[config.mk]
export PLATFORM = sky130hd
export DESIGN_NAME = pmc_top
export DESIGN_NICKNAME = d
export VERILOG_FILES = /design/src/logic/pmc_pkg.sv /design/src/logic/pmc_irq_if.sv /design/src/logic/pmc_top.sv /design/src/logic/pmc_irq_sync.sv
export VERILOG_INCLUDE_DIRS = /design/src /design/src/logic
export SDC_FILE = /design/constraint.sdc
export NUM_CORES = 1
export LEC_CHECK = 0
export BUFFER_PORTS_ARGS = -buffer_cell sky130_fd_sc_hd__buf_2
export CAP_MARGIN = 20
export CORE_MARGIN = 2
export CORE_UTILIZATION = 57
export DETAILED_ROUTE_END_ITERATION = 7
export PLACE_DENSITY = 0.85
export SETUP_SLACK_MARGIN = 0.1
export SLEW_MARGIN = 20
export SYNTH_ARGS = -nofsm -noshare
export SYNTH_HDL_FRONTEND = slang
export SYNTH_SLANG_ARGS = --single-unit
[constraint.sdc]
create_clock -name mclk_i -period 3.55 [get_ports mclk_i]
set_input_delay 0.71 -clock mclk_i [delete_from_list [all_inputs] [get_ports mclk_i]]
set_output_delay 0.71 -clock mclk_i [all_outputs]
set_load 0.01 [all_outputs]
[src/logic/pmc_map.svh]
// Register offsets, field positions and timing counts of the power and vector control
`ifndef PMC_MAP_SVH
`define PMC_MAP_SVH
`define PMC_A_CTRL 8'h00
`define PMC_A_TRIG 8'h04
`define PMC_A_VBASE 8'h08
`define PMC_A_STAT 8'h0c
`define PMC_A_MASK 8'h10
`define PMC_A_STATE 8'h14
`define PMC_B_IDLE 0
`define PMC_B_SLOW 1
`define PMC_B_WAKE 4
`define PMC_NUM_INT 4
`define PMC_STAT_W 5
`define PMC_SLOW_DIV 16
`define PMC_VEC_LSB 8
`define PMC_ADDR_W 24
`define PMC_RESET_VEC 24'h000000
`endif

[src/logic/pmc_pkg.sv]
// Types shared by the power and vector control
package pmc_pkg;
    typedef enum logic [1:0] {PMC_RUN, PMC_IDLE, PMC_WAKE} pmc_state_t;
    typedef logic [7:0] pmc_reg_addr_t;
    typedef logic [31:0] pmc_word_t;
    typedef logic [23:0] pmc_vaddr_t;
    typedef logic [3:0] pmc_int_t;
    typedef logic [7:0] pmc_vnum_t;
endpackage

[src/logic/pmc_irq_if.sv]
// Interrupt line detector to controller signals
`timescale 1ns/1ps
`include "pmc_map.svh"
interface pmc_irq_if;
    logic [`PMC_NUM_INT-1:0] edge_mode;
    logic [`PMC_NUM_INT-1:0] lvl;
    wire logic [`PMC_NUM_INT-1:0] hit;
    modport det (input edge_mode, output lvl, output hit);
    modport ctl (output edge_mode, input lvl, input hit);
endinterface

[src/logic/pmc_top.sv]
// Power mode, phase clock and vector table control
//
// Local design decisions: the register offsets and the plain strobed port.
`timescale 1ns/1ps
`include "pmc_map.svh"
// Notes on behaviour
// [RL1] Deep idle: no execution, state kept, bus idle
// [RL2] Idle holds phase one high, three low
// [RL3] Slow clock mode runs core at input/16
// [RL4] Each external interrupt edge or level triggered
// [RL5] Vector base relocatable on 256-word boundary
// [RL6] Reset vector always fetched from zero
// [RL7] Wake restarts phase clocks cleanly before service
module pmc_top #(
    parameter int SLOW_DIV = `PMC_SLOW_DIV
) (
    input wire logic mclk_i,
    input wire logic reset_n_i,
    input wire logic ce_i,
    input wire pmc_pkg::pmc_reg_addr_t addr_i,
    input wire pmc_pkg::pmc_word_t wdata_i,
    input wire logic wr_i,
    input wire logic rd_i,
    output pmc_pkg::pmc_word_t rdata_o,
    input wire pmc_pkg::pmc_int_t ext_int_i,
    input wire logic vec_req_i,
    input wire logic vec_reset_i,
    input wire pmc_pkg::pmc_vnum_t vec_num_i,
    output pmc_pkg::pmc_vaddr_t vec_addr_o,
    output logic vec_valid_o,
    output logic ph1_clk_o,
    output logic ph3_clk_o,
    output logic core_ce_o,
    output logic bus_idle_o,
    output pmc_pkg::pmc_int_t cpu_int_o,
    output logic irq_o
);
    import pmc_pkg::*;
    localparam int DW = $clog2(SLOW_DIV);
    localparam int N = `PMC_NUM_INT;
    localparam int SW = `PMC_STAT_W;
    localparam int VW = `PMC_ADDR_W - `PMC_VEC_LSB;

    pmc_irq_if irq ();

    pmc_irq_sync u_sync (
        .mclk_i(mclk_i),
        .reset_n_i(reset_n_i),
        .ce_i(ce_i),
        .ext_int_i(ext_int_i),
        .irq(irq.det)
    );

    // ****************************************
    // Register file and interrupt status
    // ****************************************
    logic slow_ff, nxt_slow, idle_req_ff, nxt_idle_req;
    logic [N-1:0] trig_ff, nxt_trig, cpu_int_ff, nxt_cpu_int;
    logic [VW-1:0] vbase_ff, nxt_vbase;
    logic [SW-1:0] stat_ff, nxt_stat, mask_ff, nxt_mask;
    logic irq_ff, nxt_irq;
    pmc_word_t rdata_ff, nxt_rdata;
    pmc_state_t state_ff, nxt_state;
    logic ph_ff, nxt_ph;
    assign irq.edge_mode = trig_ff;

    always_comb begin
        nxt_slow = slow_ff;
        nxt_idle_req = idle_req_ff;
        nxt_trig = trig_ff;
        nxt_vbase = vbase_ff;
        nxt_mask = mask_ff;
        nxt_stat = stat_ff;
        nxt_rdata = '0;
        if (wr_i) begin
            case (addr_i)
                `PMC_A_CTRL: begin
                    // [RL3] Slow mode select
                    nxt_slow = wdata_i[`PMC_B_SLOW];
                    if (wdata_i[`PMC_B_IDLE]) begin
                        nxt_idle_req = 1'b1;
                    end
                end
                `PMC_A_TRIG: nxt_trig = wdata_i[N-1:0];
                // [RL5] Low bits of base forced to zero
                `PMC_A_VBASE: nxt_vbase = wdata_i[`PMC_ADDR_W-1:`PMC_VEC_LSB];
                `PMC_A_STAT: nxt_stat = stat_ff & ~wdata_i[SW-1:0];
                `PMC_A_MASK: nxt_mask = wdata_i[SW-1:0];
                default: ;
            endcase
        end
        if (state_ff == PMC_IDLE) begin
            nxt_idle_req = 1'b0;
        end
        // Set after clear so an event in the clearing cycle survives
        nxt_stat = nxt_stat | {state_ff == PMC_WAKE, irq.hit};
        if (rd_i) begin
            case (addr_i)
                `PMC_A_CTRL: nxt_rdata = 32'({slow_ff, idle_req_ff});
                `PMC_A_TRIG: nxt_rdata = 32'(trig_ff);
                `PMC_A_VBASE: nxt_rdata = 32'({vbase_ff, 8'h00});
                `PMC_A_STAT: nxt_rdata = 32'(stat_ff);
                `PMC_A_MASK: nxt_rdata = 32'(mask_ff);
                `PMC_A_STATE: nxt_rdata = 32'({ph_ff, state_ff});
                default: nxt_rdata = '0;
            endcase
        end
        nxt_irq = |(nxt_stat & nxt_mask);
        // [RL7] Service only once clocks run again
        nxt_cpu_int = (state_ff == PMC_RUN && nxt_state == PMC_RUN) ?
            (stat_ff[N-1:0] & mask_ff[N-1:0]) : '0;
    end

    always_ff @(posedge mclk_i or negedge reset_n_i) begin
        if (!reset_n_i) begin
            slow_ff <= 1'b0;
            idle_req_ff <= 1'b0;
            trig_ff <= '0;
            vbase_ff <= '0;
            stat_ff <= '0;
            mask_ff <= '0;
            rdata_ff <= '0;
            irq_ff <= 1'b0;
            cpu_int_ff <= '0;
        end else if (ce_i) begin
            slow_ff <= nxt_slow;
            idle_req_ff <= nxt_idle_req;
            trig_ff <= nxt_trig;
            vbase_ff <= nxt_vbase;
            stat_ff <= nxt_stat;
            mask_ff <= nxt_mask;
            rdata_ff <= nxt_rdata;
            irq_ff <= nxt_irq;
            cpu_int_ff <= nxt_cpu_int;
        end
    end

    // ****************************************
    // Power modes, phase clocks and vectors
    // ****************************************
    logic [DW-1:0] div_ff, nxt_div;
    logic ph1_ff, nxt_ph1, ph3_ff, nxt_ph3, ce_ff, nxt_ce, bidle_ff, nxt_bidle;
    logic vv_ff, nxt_vv, tick;
    pmc_vaddr_t va_ff, nxt_va;

    always_comb begin
        nxt_state = state_ff;
        nxt_div = (div_ff == DW'(SLOW_DIV - 1)) ? '0 : div_ff + 1'b1;
        nxt_ph = ph_ff;
        nxt_ce = 1'b0;
        nxt_vv = 1'b0;
        nxt_va = va_ff;
        // [RL3] Divided tick in slow mode
        tick = !slow_ff || (div_ff == DW'(SLOW_DIV - 1));
        case (state_ff)
            PMC_RUN: begin
                // Enter only with phase one high, so the freeze cuts no pulse short
                if (idle_req_ff && !ph_ff) begin
                    nxt_state = PMC_IDLE;
                end else if (tick) begin
                    nxt_ce = 1'b1;
                    nxt_ph = ~ph_ff;
                end
                if (vec_req_i) begin
                    nxt_vv = 1'b1;
                    // [RL6] Fixed reset vector
                    if (vec_reset_i) begin
                        nxt_va = `PMC_RESET_VEC;
                    end else begin
                        // [RL5] Relocated table entry
                        nxt_va = {vbase_ff, vec_num_i};
                    end
                end
            end
            PMC_IDLE: begin
                // [RL2] Any asserted line ends idle
                nxt_div = '0;
                if (|irq.lvl) begin
                    nxt_state = PMC_WAKE;
                end
            end
            PMC_WAKE: begin
                // [RL7] Restart from a clean phase
                nxt_div = '0;
                nxt_state = PMC_RUN;
            end
            default: nxt_state = PMC_RUN;
        endcase
        nxt_ph1 = ~nxt_ph;
        nxt_ph3 = nxt_ph;
        // [RL1] Bus pins idle outside run
        nxt_bidle = (nxt_state != PMC_RUN);
    end

    always_ff @(posedge mclk_i or negedge reset_n_i) begin
        if (!reset_n_i) begin
            state_ff <= PMC_RUN;
            div_ff <= '0;
            ph_ff <= 1'b0;
            ph1_ff <= 1'b1;
            ph3_ff <= 1'b0;
            ce_ff <= 1'b0;
            bidle_ff <= 1'b0;
            vv_ff <= 1'b0;
            va_ff <= '0;
        end else if (ce_i) begin
            state_ff <= nxt_state;
            div_ff <= nxt_div;
            ph_ff <= nxt_ph;
            ph1_ff <= nxt_ph1;
            ph3_ff <= nxt_ph3;
            ce_ff <= nxt_ce;
            bidle_ff <= nxt_bidle;
            vv_ff <= nxt_vv;
            va_ff <= nxt_va;
        end
    end

    assign rdata_o = rdata_ff;
    assign vec_addr_o = va_ff;
    assign vec_valid_o = vv_ff;
    assign ph1_clk_o = ph1_ff;
    assign ph3_clk_o = ph3_ff;
    assign core_ce_o = ce_ff;
    assign bus_idle_o = bidle_ff;
    assign cpu_int_o = cpu_int_ff;
    assign irq_o = irq_ff;

    // Gap between core enables; a pulse launched before slow mode took hold is not counted
    logic [7:0] gap_ff;
    logic clean_ff, slow_d_ff;
    always_ff @(posedge mclk_i or negedge reset_n_i) begin
        if (!reset_n_i) begin
            gap_ff <= '0;
            clean_ff <= 1'b0;
            slow_d_ff <= 1'b0;
        end else if (ce_i) begin
            gap_ff <= ce_ff ? 8'h00 : gap_ff + 8'h01;
            slow_d_ff <= slow_ff;
            if (!slow_ff || state_ff != PMC_RUN) begin
                clean_ff <= 1'b0;
            end else if (ce_ff && slow_d_ff) begin
                clean_ff <= 1'b1;
            end
        end
    end
endmodule

[src/logic/pmc_irq_sync.sv]
// External interrupt synchroniser and edge or level detector
`timescale 1ns/1ps
`include "pmc_map.svh"
module pmc_irq_sync (
    input wire logic mclk_i,
    input wire logic reset_n_i,
    input wire logic ce_i,
    input wire logic [`PMC_NUM_INT-1:0] ext_int_i,
    pmc_irq_if.det irq
);
    localparam int N = `PMC_NUM_INT;
    logic [N-1:0] s1_ff, s2_ff, s3_ff;
    logic [N-1:0] nxt_s1, nxt_s2, nxt_s3;

    // ****************************************
    // Synchroniser
    // ****************************************
    always_comb begin
        nxt_s1 = ext_int_i;
        nxt_s2 = s1_ff;
        nxt_s3 = s2_ff;
    end

    always_ff @(posedge mclk_i or negedge reset_n_i) begin
        if (!reset_n_i) begin
            s1_ff <= '0;
            s2_ff <= '0;
            s3_ff <= '0;
        end else if (ce_i) begin
            s1_ff <= nxt_s1;
            s2_ff <= nxt_s2;
            s3_ff <= nxt_s3;
        end
    end

    // ****************************************
    // Detection
    // ****************************************
    assign irq.lvl = s2_ff;
    genvar g;
    generate
        for (g = 0; g < N; g++) begin : g_det
            // [RL4] Edge or level
            assign irq.hit[g] = irq.edge_mode[g] ? (s2_ff[g] & ~s3_ff[g]) : s2_ff[g];
        end
    endgenerate
endmodule

* Word level (Yosys, flattened, before mapping) *
Index checks and enable logic that the tools add are counted.
Widths: inputs -> output; s select.

operators by class
  add/subtract/negate cells = 1
  eq/ne operators = 8
  multiplexer cells = 29
  bitwise operators = 15
  reductions and logical operators = 20

operators by type and width
  operator             number
  $pmux 24 s6          1
  $mux 24              2
  $mux 5               4
  $eq 8x4->1 const B   2
  $eq 8x5->1 const B   2
  $mux 1               16
  $mux 4               3
  $reduce_and 3->1     4
  $and 5x5->5          2
  $eq 8x3->1 const B   1
  $logic_not 8->1      1
  $reduce_bool 2->1    4
  $not 1->1            6
  $not 5->5            1
  $or 5x5->5           1
  $reduce_or 5->1      1
  $add 4x1->4 const B  1
  $and 1x1->1          4
  $and 4x4->4          1
  $eq 4x4->1 const B   1
  $logic_not 2->1      2
  $mux 2               2
  $pmux 2 s2           1
  $reduce_and 4->1     1
  7 further kinds      9

storage, ports and cells
  register bits after elaboration = 116
  logic and storage cells = 93

* Longest topological paths before layout *
Gate-level depths: netlist (run 1).

  depth after elaboration = 7
  gate-level depth with buffers = 7
  gate-level depth less buffers = 7

* Cells and area by module *
A second synthesis (run 1) with hierarchy kept.

unflattened totals
  cells, all modules = 442
  area, all modules = 4885.9 um^2

modules (own cells, without submodules)
  module        instances  cells an instance  area each (um^2)
  pmc_top       1          413                4371.7
  pmc_irq_sync  1          29                 514.2

* Worst setup path after synthesis (run 1) *
OpenSTA, ideal clock, no wires.

  path type = input port to flip-flop
  from = in addr_i[3]
  to = reg irq_ff, in the netlist irq_o
  arrival time = 1965 ps
  setup slack = 1501 ps
  stages on the path = 7
  path buffers = 2
  cells stage by stage = buf_6 -> nor4_4 -> and2_1 -> buf_6 -> a21oi_2 -> o32a_1 -> a41oi_2

on the way
  word-level cells in the longest chain between the ends = 6
  elaborated cells on any way between the ends = 9
  those cells by class = eq/ne: 2; mux: 4; bitwise: 2; reduce/logical: 1

ends and longest elaborated chain
  item                    RTL line        RTL
  start: declaration      pmc_top.sv:20   input wire pmc_pkg::pmc_reg_addr_t addr_i,
  $eq 8x4->1              pmc_top.sv:76   case (addr_i)
  $mux 5                  pmc_top.sv:76
  $mux 5                  pmc_top.sv:75   if (wr_i) begin
  $or 5x5->5              pmc_top.sv:96   nxt_stat = nxt_stat | {state_ff == PMC_WAKE, irq.hit};
  $and 5x5->5 *           pmc_top.sv:108  nxt_irq = |(nxt_stat & nxt_mask);
  $reduce_or 5->1 *       pmc_top.sv:108
  end signal: assignment  pmc_top.sv:133  irq_ff <= nxt_irq;
  end: declaration        pmc_top.sv:61   logic irq_ff, nxt_irq;

Mark *: on every way between the ends. The rest lies on a longest branch, timed or not.
A chain may end at the register's enable or synchronous reset.

* Worst setup path in the final report (run 1) *
  from = reg u_sync.s2_ff[1], in the netlist u_sync.irq.lvl[1]
  to = reg cpu_int_ff[0], in the netlist cpu_int_o[0]

on the way
  word-level cells in the longest chain between the ends = 6

ends and longest elaborated chain
  item                      RTL line            RTL
  start: declaration        pmc_irq_sync.sv:12  logic [N-1:0] s1_ff, s2_ff, s3_ff;
  start signal: assignment  pmc_irq_sync.sv:31  s2_ff <= nxt_s2;
  $reduce_or 4->1           pmc_top.sv:178      if (|irq.lvl) begin
  $mux 2                    pmc_top.sv:178
  $pmux 2 s2                pmc_top.sv:155      case (state_ff)
  $logic_not 2->1           pmc_top.sv:110      nxt_cpu_int = (state_ff == PMC_RUN && nxt_state == PMC_RUN) ?
  $logic_and 1x1->1         pmc_top.sv:110
  $mux 4                    pmc_top.sv:110
  end signal: assignment    pmc_top.sv:134      cpu_int_ff <= nxt_cpu_int;
  end: declaration          pmc_top.sv:58       logic [N-1:0] trig_ff, nxt_trig, cpu_int_ff, nxt_cpu_int;

Every way passes these cells.

==> qor.log, run 1 <==
[synthesis] number of synthesized flops with an enable pin 0
[clock_tree] clock latency on the worst-skew pair 0.39 ns
[floorplanning] placeable core area 8220 sq um
[clock_tree] CTS sink cnt 105
[route] detailed-route DRC error count 0
[global_routing] via count of the first global-routing pass 3520
[synthesis] Synth cell types 50
[clock_tree] number of H-tree branching levels 3
[critical_path] Worst Setup End Kind register
[timing] part of the cycle the worst path needs 60.1%
[critical_path] minimum setup slack among reg-to-reg paths 1.41 ns
[route] Routed wire per std cell 16.2 um
[global_routing] total congestion overflow after global routing 0
[synthesis] cell area after synthesis 4810 sq um
[timing] Fin Hold WS 0.369 ns
[floorplanning] cell row count 33
[timing] Pins Over Slew Limit 0
[timing] setup clock skew after layout 0.0182 ns
[floorplanning] I/O pins 125
[final_layout] # nets final 605
[timing] number of setup violations in the final report 0
[min_path] path class of the lowest-slack min-delay path input pin to asynchronous set/reset pin
[synthesis] part of the Yosys area used for sequential elements 54.7%
[final_layout] highest-count cells in the layout ignoring fill and taps sky130_fd_sc_hd__dfrtp_1 (104), sky130_fd_sc_hd__buf_2 (101), sky130_fd_sc_hd__o21ai_0 (50)
[final_layout] final design area excluding fillers 5540 sq um
[clock_tree] Root Buffer Master sky130_fd_sc_hd__clkbuf_8
[floorplanning] die width 95.9 um
[power] power per unit of standard cell area 505 nW/um^2
[global_routing] first-pass GRT wire length 16900 um
[clock_tree] number of buffers inserted during clock tree synthesis 9
[synthesis] mean area per synthesized cell 10.7 sq um
[floorplanning] height of the die 95.9 um
[clock_tree] worst-case clock buffer depth 2
[placed_design] Final GP Congestion 0.825
[clock_tree] count of hold-fix buffers inserted at cts 0
[critical_path] Worst Setup Path Type register to register
[route] Vias/cell 5.58
[timing] setup TNS 0 ns
[final_layout] most common cell after layout, fill and taps aside sky130_fd_sc_hd__dfrtp_1
[timing] unrepaired setup endpoints after global routing no
[critical_path] arrival time of data at the critical path endpoint 2.42 ns
[status] run status completed
[timing] worst rel slew slack 48.2%
[route] DR vias 3640
[synthesis] share of the synthesized area in compound gates (AO/OA/AOI/OAI) 12.6%
[synthesis] cell count after synthesis 448
[timing] minimum period implied by the final worst setup slack 2.14 ns
[floorplanning] Initial Util 58.5%
[clock_tree] clock tree from TritonCTS done
[synthesis] basic-gate share of the synthesized area counting and, or, nand and nor cells 14.6%
[route] Initial DRC Count 231
[critical_path] crit start category register
[synthesis] area share of fa/ha/maj cells after synthesis 1.04%
[synthesis] commonest register cell after synthesis sky130_fd_sc_hd__dfrtp_1
[placed_design] count of port buffers added during placement 102
[route] drt total wl 10600 um
[clock_tree] count of buffers added by post-CTS timing repair for setup 0
[timing] slew at the pin with the worst max-slew slack 0.777 ns
[flow_run] max-cap violation count 0
[critical_path] worst-path maximum fanout 4
[clock_tree] register clock-pin slew on the reported worst setup and hold paths 0.10 ns
[critical_path] required time at the worst-slack endpoint 3.84 ns
[route] first-pass iteration count of the detailed router 4
[final_layout] count of inserted antenna diode cells 0
[power] Pleak 2.69 nW
[placed_design] DP Wirelength 7460 um
[global_routing] total global-route track usage 24.0%
[global_routing] number of antenna violations at the first check in global routing 0
[final_layout] synthesis-to-finish area growth 15.1%
[placed_design] placed cell area 5330 sq um
[power] Max IR drop VDD 0.000292 V
[synthesis] dominant combinational cell family by area after synthesis simple AND/OR/NAND/NOR gates
[clock_tree] cells resized by post-CTS repair 0
[route] number of nets with antenna violations after detailed routing 0
[floorplanning] overall die area 9190 sq um
[final_layout] fraction of final layout cells with drive strength greater than 1 32.4%
[synthesis] Syn. warnings 0
[synthesis] parity-gate share of the synthesized area counting xor and xnor cells 0.364%
[synthesis] Async SR Flop Fraction 100%
[synthesis] post-synthesis mux area share 9.78%
[critical_path] Worst Reg2Reg Path Length in Cells 4
[global_routing] maximum number of pins on one net before global-route repair 88
[timing] maximum frequency from static timing analysis 468 MHz
[synthesis] register bit count reported by yosys 105
[timing] final hold vios 0
[cells in the mapped netlist, types with 4 or more instances]
| master | n | area, sq um |
|---|---|---|
| sky130_fd_sc_hd__inv_1 | 35 | 131 |
| sky130_fd_sc_hd__nor2_1 | 14 | 52.6 |
| sky130_fd_sc_hd__dfrtp_1 | 104 | 2600 |
| sky130_fd_sc_hd__mux2_2 | 40 | 450 |
| sky130_fd_sc_hd__a21boi_0 | 4 | 30.0 |
| sky130_fd_sc_hd__o21ai_0 | 50 | 250 |
| sky130_fd_sc_hd__nand2b_1 | 25 | 156 |
| sky130_fd_sc_hd__a32oi_1 | 5 | 43.8 |
| sky130_fd_sc_hd__o22ai_1 | 10 | 62.6 |
| sky130_fd_sc_hd__clkbuf_1 | 12 | 45.0 |
| sky130_fd_sc_hd__a21oi_1 | 14 | 70.1 |
| sky130_fd_sc_hd__nand2_1 | 49 | 184 |
| sky130_fd_sc_hd__nand4_1 | 5 | 31.3 |
| sky130_fd_sc_hd__ha_1 | 4 | 50.1 |
| sky130_fd_sc_hd__nand3_1 | 13 | 65.1 |
| sky130_fd_sc_hd__buf_4 | 14 | 105 |
[flip-flops by register name (all words and copies together) (netlist names), 5 cells and up]
signal and count:
vec_addr_o 24, stat_ff 5, rdata_o 21, vbase_ff 16, mask_ff 5
[stage by stage]
stage	instances	power [W]	worst slack (ns)	util, %
after floorplan	458	0.00182	1.50	-
after global routing	652	0.00295	1.33	67.4
final	652	0.00280	1.41	67.4
after detailed placement	636	0.00205	1.08	64.9
after CTS	652	0.00281	1.44	67.3
after global placement	636	0.00201	1.15	64.9
[power by group]
group	switching (W)	internal [W]	total, W
Combinational	0.000340	0.000248	0.000587
Sequential	0.000105	0.00133	0.00144
Clock	0.000435	0.000337	0.000771
Total	0.000880	0.00192	0.00280
[routing by layer]
layer | vias up | wire (um) | global-route usage, %
met3 | 18 | 647 | 3.52
met5 | - | 0 | 0
met4 | 0 | 231 | 10.5
li1 | 1707 | - | -
met1 | 1790 | 4570 | 31.2
met2 | 125 | 5120 | 40.4
[logic make-up after synthesis]
family          count (synthesis)
other cells                     1
compound gates                 99
xor+xnor                        2
fa+ha+maj                       4
simple gates                  126
buf+inv                        69
mux                            42
flops                         105
[worst max-delay path, cell delays in order, from the launching register on]
cell and delay, ns:
sky130_fd_sc_hd__dfrtp_1 0.43, sky130_fd_sc_hd__or4_1 0.62, sky130_fd_sc_hd__a221oi_1 0.48, sky130_fd_sc_hd__nand3_1 0.29, sky130_fd_sc_hd__o22ai_1 0.24
[area by class of cell]
class / instances / area, sq um
fillers: 645 / 2680
clock buffers: 10 / 128
well taps: 105 / 131
inverters: 35 / 131
flip-flops and latches: 105 / 2630
repair buffers: 107 / 554
multi-input cells: 284 / 1890
clock inverters: 6 / 75.1
[worst paths after layout]
check	endpoint	start
min reg2reg	vec_addr_o[18]$_DFFE_PN0P_	vec_addr_o[18]$_DFFE_PN0P_
max in group asynchronous	rdata_o[23]$_DFFE_PN0P_	reset_n_i
min in group mclk_i	vec_addr_o[18]$_DFFE_PN0P_	vec_addr_o[18]$_DFFE_PN0P_
max reg2reg	cpu_int_o[0]$_DFFE_PN0P_	u_sync.irq.lvl[1]$_DFFE_PN0P_
min	rdata_o[14]$_DFFE_PN0P_	reset_n_i
max	cpu_int_o[0]$_DFFE_PN0P_	u_sync.irq.lvl[1]$_DFFE_PN0P_
(Power assumes the default switching activity.)
==> inputs of run 2 (changes only) <==
- CORE_UTILIZATION: 57 -> 48
- PLACE_DENSITY: 0.85 -> 0.76
- clock period: 3.55 -> 1.8 ns (I/O delays scaled with it)
==> run 2 against run 1 <==
Net effect:
- first-iteration DRC count shrank 42%
- register-to-register slack worse by 1.3 ns
- routed wire length is 3.6% higher
- sequential share of layout area down 2.5 points
- cell count is 8.0% higher
- sequential power is 95% higher
- clock skew shrank 0.0045 ns
- non-clock buffer count grew 24
- via count is 0.11% higher
- design area up 5.6%
==> qor.log, run 2 (synthesized netlist as in run 1, its figures left out) <==
[clock_tree] Root Buffer Master sky130_fd_sc_hd__clkbuf_8
[clock_tree] register clock-pin slew on the reported worst setup and hold paths 0.09 ns
[flow_run] max-cap violation count 0
[floorplanning] overall die area 10800 sq um
[global_routing] number of antenna violations at the first check in global routing 0
[power] Pleak 2.84 nW
[timing] unrepaired setup endpoints after global routing yes
[route] Initial DRC Count 134
[clock_tree] CTS sink cnt 105
[timing] Fin Hold WS 0.0488 ns
[final_layout] count of inserted antenna diode cells 0
[global_routing] via count of the first global-routing pass 3649
[floorplanning] I/O pins 125
[global_routing] first-pass GRT wire length 17900 um
[route] first-pass iteration count of the detailed router 4
[timing] part of the cycle the worst path needs 94.0%
[clock_tree] clock tree from TritonCTS done
[route] DR vias 3644
[placed_design] count of port buffers added during placement 102
[placed_design] Final GP Congestion 0.837
[final_layout] fin cells 704
[route] Routed wire per std cell 15.6 um
[timing] final hold vios 0
[route] Vias/cell 5.18
[placed_design] DP Wirelength 7850 um
[critical_path] Worst Reg2Reg Path Length in Cells 4
[critical_path] crit start category register
[floorplanning] cell row count 36
[final_layout] # nets final 629
[status] run status completed
[global_routing] total congestion overflow after global routing 0
[critical_path] worst-path maximum fanout 4
[final_layout] fraction of final layout cells with drive strength greater than 1 37.0%
[timing] slew at the pin with the worst max-slew slack 0.552 ns
[floorplanning] Initial Util 49.4%
[clock_tree] number of H-tree branching levels 3
[floorplanning] height of the die 104 um
[clock_tree] worst-case clock buffer depth 2
[floorplanning] die width 104 um
[global_routing] maximum number of pins on one net before global-route repair 106
[route] drt total wl 11000 um
[placed_design] Place WS -0.107 ns
[timing] number of setup violations in the final report 0
[final_layout] final design area excluding fillers 5850 sq um
[clock_tree] clock latency on the worst-skew pair 0.37 ns
[timing] maximum frequency from static timing analysis 591 MHz
[final_layout] highest-count cells in the layout ignoring fill and taps sky130_fd_sc_hd__dfrtp_1 (104), sky130_fd_sc_hd__buf_2 (101), sky130_fd_sc_hd__nand2_1 (49), sky130_fd_sc_hd__o21ai_0 (49), sky130_fd_sc_hd__mux2_2 (40)
[floorplanning] placeable core area 9730 sq um
[critical_path] Worst Setup End Kind register
[final_layout] synthesis-to-finish area growth 21.6%
[route] number of nets with antenna violations after detailed routing 0
[placed_design] placed cell area 5580 sq um
[critical_path] Worst Setup Path Type register to register
[timing] setup clock skew after layout 0.0137 ns
[clock_tree] number of buffers inserted during clock tree synthesis 9
[final_layout] most common cell after layout, fill and taps aside sky130_fd_sc_hd__dfrtp_1
[final_layout] max reg flops 24
[final_layout] end-of-flow core utilization 60.1%
[clock_tree] count of hold-fix buffers inserted at cts 0
[route] detailed-route DRC error count 0
[global_routing] total global-route track usage 20.7%
[timing] minimum period implied by the final worst setup slack 1.69 ns
[power] power per unit of standard cell area 972 nW/um^2
[timing] Pins Over Slew Limit 0
[timing] worst setup slack after layout 0.109 ns
[min_path] path class of the lowest-slack min-delay path input pin to asynchronous set/reset pin
[timing] worst rel slew slack 63.2%
[critical_path] required time at the worst-slack endpoint 2.10 ns
[power] Max IR drop VDD 0.000666 V
[critical_path] arrival time of data at the critical path endpoint 1.99 ns
[placed_design] number of placed instances, taps included 687
## run 2: worst max-delay path, cell delays in order (launching register included)
cell	delay, ns
sky130_fd_sc_hd__dfrtp_1	0.39
sky130_fd_sc_hd__or4_4	0.57
sky130_fd_sc_hd__a221oi_4	0.37
sky130_fd_sc_hd__nand3_4	0.16
sky130_fd_sc_hd__o22ai_2	0.13
## run 2: cell type report
type	instances	area (sq um)
flip-flops and latches	105	2630
fillers	835	3880
clock buffers	15	186
well taps	133	166
repair buffers	131	768
multi-input cells	284	1960
inverters	35	131
clock inverters	1	7.51
## run 2: layer usage
metal / vias to the layer above / global-route usage (%) / routed length [um]
li1: 1749 / - / -
met1: 1756 / 26.2 / 4890
met2: 121 / 35.2 / 5330
met3: 18 / 3.82 / 518
met4: 0 / 7.82 / 217
met5: - / 0 / 0
## run 2: where the power goes
group          switching (W)  leakage (nW)  total (W)  internal (W)
logic               0.000798          1.37    0.00145      0.000657
clock network       0.000759        0.0960    0.00142      0.000657
registers           0.000183          1.37    0.00281       0.00263
## run 2: final timing paths
kind                                          startpoint                      endpoint  slack (ns)
setup / recovery           u_sync.irq.lvl[0]$_DFFE_PN0P_      cpu_int_o[1]$_DFFE_PN0P_        0.11
hold / removal                                 reset_n_i       rdata_o[12]$_DFFE_PN0P_        0.05
setup reg to reg           u_sync.irq.lvl[0]$_DFFE_PN0P_      cpu_int_o[1]$_DFFE_PN0P_        0.11
hold reg to reg                vec_addr_o[4]$_DFFE_PN0P_     vec_addr_o[4]$_DFFE_PN0P_        0.49
max in group asynchronous                      reset_n_i         ph1_clk_o$_DFFE_PN1P_        1.34
min in group mclk_i                         ext_int_i[3]  u_sync.nxt_s2[3]$_DFFE_PN0P_        0.22
## run 2: metrics by stage
| stage | setup TNS, ns | power, W |
|---|---|---|
| 5_1_grt | 0 | 0.00599 |
| 6_report | 0 | 0.00568 |
| 4_1_cts | 0 | 0.00564 |
| 2_1_floorplan | 0 | 0.00360 |
| 3_5_place_dp | -0.362 | 0.00415 |
| 3_3_place_gp | -0.0747 | 0.00410 |
## run 2: what timing repair did
| item | in CTS | in global routing |
|---|---|---|
| endpoints found under the setup margin | 5 | 18 |
| resized for setup | 5 | 9 |
| pin swaps | 2 | 7 |
| setup buffers | 0 | 1 |
| cloned | 0 | 0 |
